File: src/rcg_regs.svh
// constants for the ram clock gating decoder
// assumes inclusion by the decoder module only
`ifndef RCG_REGS_SVH
`define RCG_REGS_SVH
`define RCG_NUM_CHIPS       4
`define RCG_ARMED_RST       1'b0
`define RCG_BURST_LEN       32
`endif

File: src/rcg_pkg.sv
// types for the ram clock gating decoder
// assumes a single system clock domain
package rcg_pkg;
  typedef struct packed {
    logic strobe;
    logic phase2;
    logic phase3;
  } rcg_phase_t;
endpackage

File: src/rcg_decoder.sv
// per-chip phase clock gating decoder for a dynamic ram bank
// assumes phase enables and cycle timing pulse come from one system timing generator
// assumes all inputs are synchronous to clk_sys_i and a memory cycle spans several clocks
//
// Functional notes
// - A selected chip gets every phase pulse of that memory cycle.
// - During a refresh cycle every chip gets every phase pulse, whatever its select.
// - In the first cycle after deselection a chip gets one strobe pulse and no other phase.
// - Otherwise a chip gets no clock pulses at all.
// - A late-rising select or refresh delays the strobe edge, so the strobe enable must be wide.
// - A refresh rising while the strobe enable is still high would glitch the strobe.
// - With the clear option, refresh clears the disable flop so a glitch is followed by a full strobe in the next cycle.
// - A refresh cycle is followed by one extra strobe pulse, as a deselect is.
// - A burst of 32 back-to-back refreshes yields 33 strobe pulses.
// - 32 spread-out refreshes yield 64 strobe pulses.
// - Strobe turn-off lags deselection by one cycle; turn-on is immediate.
`timescale 1ns/1ps
`default_nettype none
`include "rcg_regs.svh"
module rcg_decoder
  import rcg_pkg::*;
#(
  parameter int          NUM_CHIPS   = `RCG_NUM_CHIPS,
  parameter bit          REFRESH_CLR = 1'b1
) (
  input  wire logic                 clk_sys_i,
  input  wire logic                 reset_n_i,
  input  wire logic                 cycle_timing_pulse_i,
  input  wire rcg_phase_t           phase_en_i,
  input  wire logic [NUM_CHIPS-1:0] chip_sel_i,
  input  wire logic                 refresh_i,
  output logic      [NUM_CHIPS-1:0] strobe_o,
  output logic      [NUM_CHIPS-1:0] phase2_o,
  output logic      [NUM_CHIPS-1:0] phase3_o
);

  // an empty bank leaves nothing to gate
  if (NUM_CHIPS < 1) begin : g_bad_chips
    $error("NUM_CHIPS must be at least 1");
  end

  // cycle boundary: rising edge of the timing pulse
  logic                 pulse_d;
  logic                 cycle_start;
  // refresh seen at any point of the current cycle, so a short request still counts
  logic                 refresh_held;
  logic                 refresh_eff;
  logic [NUM_CHIPS-1:0] active;
  // delayed-disable state: high while the chip was active last cycle
  logic [NUM_CHIPS-1:0] armed;
  logic [NUM_CHIPS-1:0] next_armed;

  always_ff @(posedge clk_sys_i or negedge reset_n_i) begin
    if (!reset_n_i) begin
      pulse_d <= 1'b0;
    end else begin
      pulse_d <= cycle_timing_pulse_i;
    end
  end

  assign cycle_start = cycle_timing_pulse_i & ~pulse_d;

  // with the clear option a refresh request latched in-cycle may be released early
  always_ff @(posedge clk_sys_i or negedge reset_n_i) begin
    if (!reset_n_i) begin
      refresh_held <= 1'b0;
    end else if (cycle_start) begin
      refresh_held <= 1'b0;
    end else if (refresh_i) begin
      refresh_held <= 1'b1;
    end
  end

  // a refresh held from the last cycle must not count at the boundary, or the
  // cycle after a refresh would be clocked in full and owe a second strobe
  assign refresh_eff = refresh_i | (REFRESH_CLR & refresh_held & ~cycle_start);
  assign active      = chip_sel_i | {NUM_CHIPS{refresh_eff}};

  // armed is only sampled at the cycle boundary, but gate_strobe takes in active on every clock, so a refresh
  // rising while the strobe enable is still high opens the strobe late and can give a partial pulse
  always_comb begin
    next_armed = armed;
    if (cycle_start) begin
      next_armed = active;
    end
    if (REFRESH_CLR && refresh_i) begin
      next_armed = {NUM_CHIPS{1'b1}};
    end
  end

  always_ff @(posedge clk_sys_i or negedge reset_n_i) begin
    if (!reset_n_i) begin
      armed <= {NUM_CHIPS{`RCG_ARMED_RST}};
    end else begin
      armed <= next_armed;
    end
  end

  // cycle-held gating: which pulses each chip gets this cycle
  logic [NUM_CHIPS-1:0] gate_full;
  logic [NUM_CHIPS-1:0] gate_strobe;

  always_ff @(posedge clk_sys_i or negedge reset_n_i) begin
    if (!reset_n_i) begin
      gate_full   <= '0;
      gate_strobe <= '0;
    end else if (cycle_start) begin
      gate_full   <= active;
      gate_strobe <= active | armed;
    end else begin
      gate_full   <= gate_full | active;
      gate_strobe <= gate_strobe | active;
    end
  end

  // data outputs from flops; one clock of latency on every phase
  always_ff @(posedge clk_sys_i or negedge reset_n_i) begin
    if (!reset_n_i) begin
      strobe_o <= '0;
      phase2_o <= '0;
      phase3_o <= '0;
    end else begin
      strobe_o <= {NUM_CHIPS{phase_en_i.strobe}} & (cycle_start ? (active | armed) : gate_strobe);
      phase2_o <= {NUM_CHIPS{phase_en_i.phase2}} & gate_full;
      phase3_o <= {NUM_CHIPS{phase_en_i.phase3}} & gate_full;
    end
  end

  for (genvar c = 0; c < NUM_CHIPS; c++) begin : g_chip_chk

  end
endmodule
`default_nettype wire

File: config.mk
export PLATFORM = sky130hd
export DESIGN_NAME = rcg_decoder
export DESIGN_NICKNAME = d
export VERILOG_FILES = /design/src/rcg_pkg.sv /design/src/rcg_decoder.sv
export VERILOG_INCLUDE_DIRS = /design/src
export SDC_FILE = /design/constraint.sdc
export NUM_CORES = 1
export LEC_CHECK = 0
export ABC_AREA = 1
export BUFFER_PORTS_ARGS = -buffer_cell sky130_fd_sc_hd__buf_2
export CAP_MARGIN = 10
export CORE_MARGIN = 2
export CORE_UTILIZATION = 30
export DETAILED_ROUTE_END_ITERATION = 10
export MAX_ROUTING_LAYER = met4
export PLACE_DENSITY = 0.47
export SLEW_MARGIN = 15
export SYNTH_ARGS = -nofsm -noshare
export SYNTH_HDL_FRONTEND = slang
export SYNTH_SLANG_ARGS = --single-unit
File: constraint.sdc
create_clock -name clk_sys_i -period 1.2 [get_ports clk_sys_i]
set_clock_uncertainty 0.1 [all_clocks]
set_input_delay 0.24 -clock clk_sys_i [delete_from_list [all_inputs] [get_ports clk_sys_i]]
set_output_delay 0.24 -clock clk_sys_i [all_outputs]
set_load 0.02 [all_outputs]
Word level (Yosys, flattened, before mapping)
Index checks and enable logic that the tools add are counted.

Mux-type cells: 7. Bitwise logic cells: 12. Reduce and logical (&&, ||, !) cells: 1.

Operators with widths (number): 4-bit 2-to-1 mux (5); 4-bit OR (4); 4-bit AND (3); 1-bit AND (2); 1-bit 2-to-1 mux (2); 1-bit NOT (2); 2-bit nonzero test (1); 1-bit OR (1).

Bits in registers: 26. Output and inout bits: 12. Word-level logic and storage cells: 28.

Depth between registers and ports, before layout
Gate-level depths: netlist of the first run.

Depth after elaboration: 9. Depth in mapped cells: 7. Mapped depth without buffers: 7.

Worst setup path before layout of the first run
No wires, ideal clock.

Path type: register to register. From: register pulse_d. To: register gate_strobe[0]. Arrival: 890 ps. Slack: 91 ps. Stages on the path, launching flop included: 8. Path through: dfrtp_1 inv_1 nand2_2 buf_6 nand2_8 nand2_8 nor2_4 o21ai_2.

Longest elaborated chain between the ends: 8.

Ends and longest elaborated chain: start, declared (RTL line rcg_decoder.sv:43) `logic pulse_d;`; start signal, assigned (RTL line rcg_decoder.sv:57) `pulse_d <= cycle_timing_pulse_i;`; 1-bit NOT * (RTL line rcg_decoder.sv:61) `assign cycle_start = cycle_timing_pulse_i & ~pulse_d;`; 1-bit AND * (RTL line rcg_decoder.sv:61); 1-bit NOT (RTL line rcg_decoder.sv:76) `assign refresh_eff = refresh_i | (REFRESH_CLR & refresh_held & ~cycle_start);`; 1-bit AND (RTL line rcg_decoder.sv:76); 1-bit OR (RTL line rcg_decoder.sv:76); 4-bit OR (RTL line rcg_decoder.sv:77) `assign active = chip_sel_i | {NUM_CHIPS{refresh_eff}};`; 4-bit OR (on tied branches) (RTL line rcg_decoder.sv:112, rcg_decoder.sv:109); 4-bit 2-to-1 mux * (RTL line rcg_decoder.sv:107) `end else if (cycle_start) begin`; end signal, assigned (RTL line rcg_decoder.sv:109) `gate_strobe <= active | armed;`; end signal, assigned (RTL line rcg_decoder.sv:112) `gate_strobe <= gate_strobe | active;`; end, declared (RTL line rcg_decoder.sv:101) `logic [NUM_CHIPS-1:0] gate_strobe;`.

Every way passes the cells marked *; elsewhere a longest branch is shown, timed or not. A chain may end at the register's enable or synchronous reset.

Worst setup path after layout of the first run
From: register phase3_o[2]. To: output port phase3_o[2].

RTL lines: start, declared (RTL line rcg_decoder.sv:34) `output logic [NUM_CHIPS-1:0] phase3_o`; start signal, assigned (RTL line rcg_decoder.sv:125) `phase3_o <= {NUM_CHIPS{phase_en_i.phase3}} & gate_full;`.

No word-level cell between the ends.

==> results of run 1 <==
==> repair_timing <==
action,4_1_cts,5_1_grt
pin swaps,1,2
setup endpoints to repair,21,28
resized for setup,27,4
hold endpoints to repair,27,0
hold buffers,2,0
==> how the worst max path moves through the flow <==
stage / start / to / slack, ns
floorplan: pulse_d / gate_strobe[0] / 0.09
global placement: pulse_d / strobe_o[2] / 0.03
detailed placement: pulse_d / gate_full[0] / 0.004
CTS: phase3_o[2] / phase3_o[2] / -0.02
global route: pulse_d / gate_full[1] / -0.05
finish: phase3_o[2] / phase3_o[2] / -0.002
==> state kept, by name, summed over array words and instances, names as in the netlist <==
name and flops:
phase2_o 4, refresh_held 1, phase3_o 4, strobe_o 4
armed 4, pulse_d 1, gate_full 4, gate_strobe 4
==> placed cells by master (no fill, tap or decap), types with 2 or more instances in the layout <==
cell type,count
nor2_1,7
buf_4,5
clkbuf_4,3
nor2_2,3
buf_2,10
dfrtp_1,26
dlygate4sd3_1,2
nand2_4,2
o22ai_1,4
inv_2,3
inv_1,22
nand2_8,2
o21ai_2,4
nand2_1,22
nor2_4,6
buf_6,13
nand3_1,4
==> final cells by class <==
class,count,area (µm²)
clock buffers,3,22.5
repair buffers,30,254
well taps,46,57.6
inverters,25,93.8
flip-flops and latches,26,651
clock inverters,1,30.0
multi-input cells,56,353
fillers,341,1950
==> routing by layer <==
metal	GRT usage, %	up-vias	wire, µm
met4	3.19	0	24
met1	12.8	334	848
met2	17.6	23	903
met3	3.35	2	115
met5	-	-	0
li1	-	385	-
==> per-stage QoR <==
| stage | utilization, % | setup TNS (ns) | hold WS, ns |
|---|---|---|---|
| after floorplan | - | 0 | -0.156 |
| after global placement | 37.8 | 0 | 0.151 |
| after detailed placement | 37.8 | 0 | 0.152 |
| after CTS | 42.4 | -0.131 | 0.0230 |
| after global routing | 42.8 | -0.920 | 0.0318 |
| final | 42.8 | -0.00178 | 0.0347 |
==> logic make-up (layout without fill, tap and decap cells) <==
kind of cell / after synthesis / after routing / share of synthesized area, %
and+or+nand+nor: 47 / 47 / 24.8
DFF: 26 / 26 / 59.6
buffers and inverters: 26 / 59 / 9.63
AOI/OAI and AO/OA: 9 / 9 / 5.96
==> power by group <==
group / internal [mW] / switching, mW
Sequential: 0.914 / 0.0245
Combinational: 0.117 / 0.149
Clock: 0.338 / 0.261
==> impl_metrics.yaml, run 1 <==
synthesis:
  synth_area_per_cell_um2: 10.1
  yosysMostFrequentCell: "dfrtp_1"
  synth_cell_types: 15
  ys_seq_elements: 26
  syn_area_um2: 1090
  synth_edf_count: 0
  synth_cells: 108
  synth.top_cell.area_share_pct: 59.6
  synth_ff_type: "dfrtp_1"
  ys_seq_area_share_pct: 59.6
  async_reset_ff_share_pct: 100
  synth_commonest_cells: "dfrtp_1 (26), inv_1 (24), nand2_1 (22)"
  synth_top_cell_by_area: "dfrtp_1"
  syn_nets: 119
  yosys_warnings: 0
  synthTopCellsByArea: "dfrtp_1 (60%), inv_1 (8.3%), nand2_1 (7.6%)"
die:
  die_y_um: 64.3
  start_util_pct: 31.9
  coreArea_um2: 3420
  ios: 23
  rows: 21
  die_area_um2: 4140
  die_w_um: 64.3
power:
  power_mw: 1.80
  max-vdd-ir-drop_v: 0.000770
  leakage_nw: 0.709
  p_per_area_nw_per_um2: 1230
global_routing:
  grt_overflow_total: 0
  antenna_found_initial: 0
  grt_max_degree: 27
  grt_usage_pct: 10.8
  grt_pass1_wl_mm: 3.25
  first_global_vias: 714
final_layout:
  postLayoutCellArea_um2: 1460
  fin_nets: 153
  layoutNonFillerInstCount: 187
  syn_to_final_growth_pct: 33.9
  antennaDiodeCount: 0
  drive_gt1_share_pct: 37.6
worst_setup_path:
  cp-end-kind: "output pin"
  rr_worst_depth: 7
  crit_family: "flip-flops"
  reg2reg_slack_ns: 0.02
  r2r_end: "gate_full[0]"
  path_buf_inv: 1
  startpoint_type: "register"
  critPathKind: "reg2out"
  worstPathArrival_ns: 0.86
  required_ns: 0.86
  worst_path_max_delay_cell: "dfrtp_1"
  cp.depth: 1
  crit_chain: "buf_6"
  rr_startpoint: "pulse_d"
  critical-path-max-stage-delay_ns: 0.41
  critPathMaxFanout: 1
clock_tree:
  clk_path_buf_depth: 2
  cts_setup_buffers: 0
  cts.sinks: 26
  cts_tree: "yes"
  h-tree-depth: 1
  clk_pin_slew_ns: 0.14
  cts_buffers: 3
  insertion_delay_ns: 0.32
  cts-root-buf: "clkbuf_4"
timing:
  setup_ws_ns: -0.00178
  timing.fmax_mhz: 832
  finalCritPeriodShare_pct: 100
  slew_violations: 0
  hold_viol: 0
  setup_viol: 1
  slew_headroom_pct: 78.5
  finalCriticalPeriod_ns: 1.20
  tightestPinTransition_ns: 0.322
  rsz0062_at_grt: "yes"
place:
  dp_hpwl_mm: 1.45
  portBuffers: 22
  placed_area_um2: 1290
  placedCellCount: 181
  gp_congestion: 0.781
  dp_worst_setup_slack_ns: 0.00427
run_status:
  violations: "negative setup slack"
  status: "finished with violations"
route:
  dr_total_vias: 744
  drc_errors: 0
  drt_iter0_drc: 58
  wire_per_inst_um: 10.1
  ant_nets: 0
  routed_wl_mm: 1.89
  viasPerCell: 3.98
  first_pass_iters: 4
min_path:
  hold_end: "phase3_o[3]"
  min_from: "phase_en_i[0]"
  min_delay_path_depth: 3
  hold_path_class: "in2reg"
run:
  maxCapViolCount: 0
(Power assumes the default switching activity.)
==> run 2, diff against run 1 <==
- CELL_PAD_IN_SITES_DETAIL_PLACEMENT: unset -> 1
- CELL_PAD_IN_SITES_GLOBAL_PLACEMENT: unset -> 2
- PLACE_DENSITY: 0.47 -> 0.7
==> run 2 against run 1 <==
Against the previous run:
- the run still ends with negative setup slack left
- critical path depth did not move
- worst hold slack improved by 0.0010 ns
- cell count rose by 1.1%
- first-iteration DRC count fell by 76%
- clock power rose by 2%
- register-to-register slack barely moved
- worst setup slack got worse by 0.0085 ns
- combinational power rose by 9.0%
- routed wire length rose by 22%
- utilization rose by 2.3 points
==> impl_metrics.yaml, run 2 (synthesis gave the netlist of run 1 again) <==
run_status:
  status: "finished with violations"
  violations: "negative setup slack"
worst_setup_path:
  startpoint_type: "register"
  required_ns: 0.86
  r2r_end: "gate_full[2]"
  worstPathArrival_ns: 0.87
  cp-end-kind: "output pin"
  reg2reg_slack_ns: 0.01
  rr_worst_depth: 7
  critPathMaxFanout: 1
  crit_family: "flip-flops"
  worst_path_max_delay_cell: "dfrtp_1"
  critPathKind: "reg2out"
  rr_startpoint: "pulse_d"
  critical-path-max-stage-delay_ns: 0.41
  path_buf_inv: 1
  crit_chain: "buf_6"
place:
  dp_worst_setup_slack_ns: -0.0326
  dp_hpwl_mm: 1.71
  gp_congestion: 0.706
  placed_area_um2: 1310
  portBuffers: 22
route:
  highest_layer: "met4"
  ant_nets: 0
  wire_per_inst_um: 12.2
  wl_met2_mm: 1.26
  drt_iter0_drc: 14
  wl_met1_um: 899
  route.met3.wl_um: 107
  routed_wl_mm: 2.30
  viasPerCell: 4.23
  first_pass_iters: 2
  dr_total_vias: 800
  drc_errors: 0
final_layout:
  final_cell_mix: "dfrtp_1 (26), inv_1 (22), nand2_1 (21)"
  fill_cells: 406
  final_common_cell: "dfrtp_1"
  final_util_pct: 45.1
  fin_nets: 155
  antennaDiodeCount: 0
  syn_to_final_growth_pct: 41.1
  postLayoutCellArea_um2: 1540
  drive_gt1_share_pct: 43.4
global_routing:
  grt_pass1_wl_mm: 4.11
  antenna_found_initial: 0
  grt_overflow_total: 0
  first_global_vias: 908
  grt_max_degree: 27
  grt_usage_pct: 13.5
timing:
  setup_ws_ns: -0.0103
  fin_setup_tns_ns: -0.0167
  hold_viol: 0
  tightestPinTransition_ns: 0.322
  hold_ws_ns: 0.0357
  finalCriticalPeriod_ns: 1.21
  finalCritPeriodShare_pct: 101
  rsz0062_at_grt: "yes"
  timing.fmax_mhz: 826
  slew_headroom_pct: 78.5
  setup_viol: 5
  slew_violations: 0
die:
  start_util_pct: 31.9
  rows: 21
  coreArea_um2: 3420
  die_area_um2: 4140
  die_w_um: 64.3
  die_y_um: 64.3
  ios: 23
min_path:
  hold_end: "phase2_o[1]"
  min_delay_path_depth: 3
  hold_path_class: "in2reg"
  min_from: "phase_en_i[1]"
clock_tree:
  h-tree-depth: 1
  cts_buffers: 3
  clk_path_buf_depth: 2
  cts.sinks: 26
  cts_tree: "yes"
  clk_pin_slew_ns: 0.14
  insertion_delay_ns: 0.33
  cts-root-buf: "clkbuf_4"
power:
  leakage_nw: 0.733
  p_per_area_nw_per_um2: 1200
  max-vdd-ir-drop_v: 0.000815
run:
  maxCapViolCount: 0
-- run 2: changes by cell type in the layout (fill, tap and decap cells not counted), sizes merged --
cell / previous run / this run
buf: 28 / 30
-- run 2: worst max path at each step --
stage,startpoint,to,cells after the start
2_1_floorplan,pulse_d,gate_strobe[0],7
3_3_place_gp,pulse_d,gate_strobe[1],7
3_5_place_dp,pulse_d,gate_full[2],7
4_1_cts,phase3_o[3],phase3_o[3],1
5_1_grt,phase2_o[2],phase2_o[2],1
6_report,phase2_o[2],phase2_o[2],1
-- run 2: area by class of cell --
cell class | count | area (µm²) | area share [%]
inverters | 25 | 93.8 | 6.10
clock inverters | 1 | 30.0 | 1.95
multi-input cells | 56 | 403 | 26.2
well taps | 46 | 57.6 | 3.74
clock buffers | 3 | 22.5 | 1.46
flip-flops and latches | 26 | 651 | 42.3
repair buffers | 32 | 282 | 18.3
-- run 2: routing by layer --
| layer | GRT usage (%) | vias up |
|---|---|---|
| li1 | - | 389 |
| met1 | 15.6 | 387 |
| met2 | 22.9 | 20 |
| met3 | 3.35 | 4 |
| met4 | 4.79 | 0 |
| met5 | - | - |
-- run 2: report_power, final --
part / switching, mW / internal (mW) / total (mW)
sequential: 0.0278 / 0.914 / 0.942
combinational: 0.164 / 0.126 / 0.290
clock: 0.270 / 0.338 / 0.608
total: 0.462 / 1.38 / 1.84
-- run 2: stage by stage --
| step | total power, mW | std cells |
|---|---|---|
| final | 1.84 | 189 |
| after global routing | 1.94 | 189 |
| after CTS | 1.85 | 187 |
| after detailed placement | 1.19 | 181 |
| after global placement | 1.18 | 181 |
| after floorplan | 1.08 | 108 |
-- run 2: repair_timing --
item                                    CTS  global route
endpoints found under the hold margin    27             0
endpoints found under the setup margin   24            28
buffers inserted                          0             2
pin swaps                                 0             5
gates resized for setup                  29            11
hold buffers                              2             0
==> run 3, diff against run 2 <==
- REMOVE_ABC_BUFFERS: unset -> 1
==> run 3 against run 2 <==
Against the previous run:
- the flow still finishes with violations (negative setup slack)
- cell area shrank 2.8%
- global-route usage shrank 0.51 points
- count of clock-buffer cells in the layout grew 1
- critical path type is now reg2reg
- critical endpoint is now strobe_o[0]
- largest power group unchanged
- highest routed layer unchanged
==> impl_metrics.yaml, run 3 (synthesis gave the netlist of run 1 again) <==
power:
  power_mw: 1.68
  leakage_nw: 0.713
  max-vdd-ir-drop_v: 0.000464
  p_per_area_nw_per_um2: 1120
run_status:
  violations: "negative setup slack"
  status: "finished with violations"
route:
  routed_wl_mm: 2.23
  wire_per_inst_um: 11.8
  dr_total_vias: 811
  viasPerCell: 4.29
  first_pass_iters: 3
  drt_iter0_drc: 16
  ant_nets: 0
  drc_errors: 0
worst_setup_path:
  worstPathArrival_ns: 1.36
  rr_worst_depth: 7
  startpoint_type: "register"
  worst_path_max_delay_cell: "dfrtp_1"
  cp-end-kind: "register"
  critPathMaxFanout: 5
  reg2reg_slack_ns: -0.01
  critPathKind: "reg2reg"
  required_ns: 1.34
  critical-path-max-stage-delay_ns: 0.37
  crit_chain: "inv_2 > nand2_4 > clkinvlp_4 > nor2_1 > nor2_1 > nand2_1 > inv_1"
  cp_common_cell: "nor2_1"
place:
  portBuffers: 22
  dp_hpwl_mm: 1.73
  placedCellCount: 181
  gp_congestion: 0.720
  dp_worst_setup_slack_ns: -0.0125
die:
  die_area_um2: 4140
  coreArea_um2: 3420
  start_util_pct: 31.9
  rows: 21
  ios: 23
  die_y_um: 64.3
  die_w_um: 64.3
min_path:
  hold_path_class: "in2reg"
  min_delay_path_depth: 3
clock_tree:
  h-tree-depth: 1
  clk_pin_slew_ns: 0.14
  cts.sinks: 26
  cts_buffers: 3
  clk_path_buf_depth: 2
  insertion_delay_ns: 0.32
  cts_tree: "yes"
  cts-root-buf: "clkbuf_4"
timing:
  hold_viol: 0
  slew_violations: 0
  finalCritPeriodShare_pct: 101
  setup_viol: 2
  timing.fmax_mhz: 825
  slew_headroom_pct: 81.1
  rsz0062_at_grt: "yes"
  finalCriticalPeriod_ns: 1.21
  tightestPinTransition_ns: 0.283
  hold_ws_ns: 0.0347
  setup_ws_ns: -0.0116
global_routing:
  grt_usage_pct: 13.0
  grt_max_degree: 15
  grt_pass1_wl_mm: 4.01
  grt_overflow_total: 0
  antenna_found_initial: 0
  first_global_vias: 885
final_layout:
  antennaDiodeCount: 0
  final_common_cell: "dfrtp_1"
  final_util_pct: 43.8
  fill_cells: 400
  drive_gt1_share_pct: 39.9
  final_cell_mix: "dfrtp_1 (26), inv_1 (22), nand2_1 (22)"
  fin_nets: 155
  syn_to_final_growth_pct: 37.0
  layoutNonFillerInstCount: 189
run:
  maxCapViolCount: 0
[run 3: power by group]
group,total [mW],switching (mW),internal [mW]
clock network,0.456,0.270,0.186
registers,0.940,0.0260,0.914
logic,0.284,0.158,0.126
total,1.68,0.454,1.23
[run 3: layout make-up]
class	count	area [µm²]	share of cell area (%)
inverters	25	97.6	6.53
flip-flops and latches	26	651	43.5
repair buffers	32	290	19.4
clock buffers	4	36.3	2.43
multi-input cells	56	363	24.3
well taps	46	57.6	3.85
[run 3: final timing paths]
path	startpoint	endpoint
worst max-delay path	pulse_d	strobe_o[0]
worst min-delay path	phase_en_i[0]	phase3_o[3]
worst max register to register	pulse_d	strobe_o[0]
worst min register to register	gate_full[3]	phase3_o[3]
max in group asynchronous	reset_n_i	strobe_o[2]
min in group asynchronous	reset_n_i	phase3_o[0]
[run 3: what timing repair did]
action / 4_1_cts / 5_1_grt
pin swaps: 1 / 1
endpoints found under the setup margin: 16 / 21
buffers inserted: 2 / 0
hold buffers: 2 / 0
resized for setup: 24 / 9
endpoints found under the hold margin: 27 / 0
[run 3: per-stage QoR]
stage               instance area (µm²)  TNS, ns
floorplan                          1080  -0.0895
finish                             1500  -0.0208
global placement                   1320        0
global route                       1500   -0.890
detailed placement                 1320  -0.0149
CTS                                1470  -0.0232
[run 3: layer usage]
| metal | share of wire (%) | global-route usage (%) |
|---|---|---|
| met5 | 0 | - |
| met4 | 1.7 | 4.79 |
| met3 | 4.7 | 2.46 |
| met2 | 50 | 21.0 |
| met1 | 43 | 16.4 |
[run 3: worst max-delay path, delay by kind of cell, from the launching register on]
| kind | cells | cell delay, ns |
|---|---|---|
| flops | 1 | 0.37 |
| simple gates | 4 | 0.41 |
| buf+inv | 3 | 0.26 |
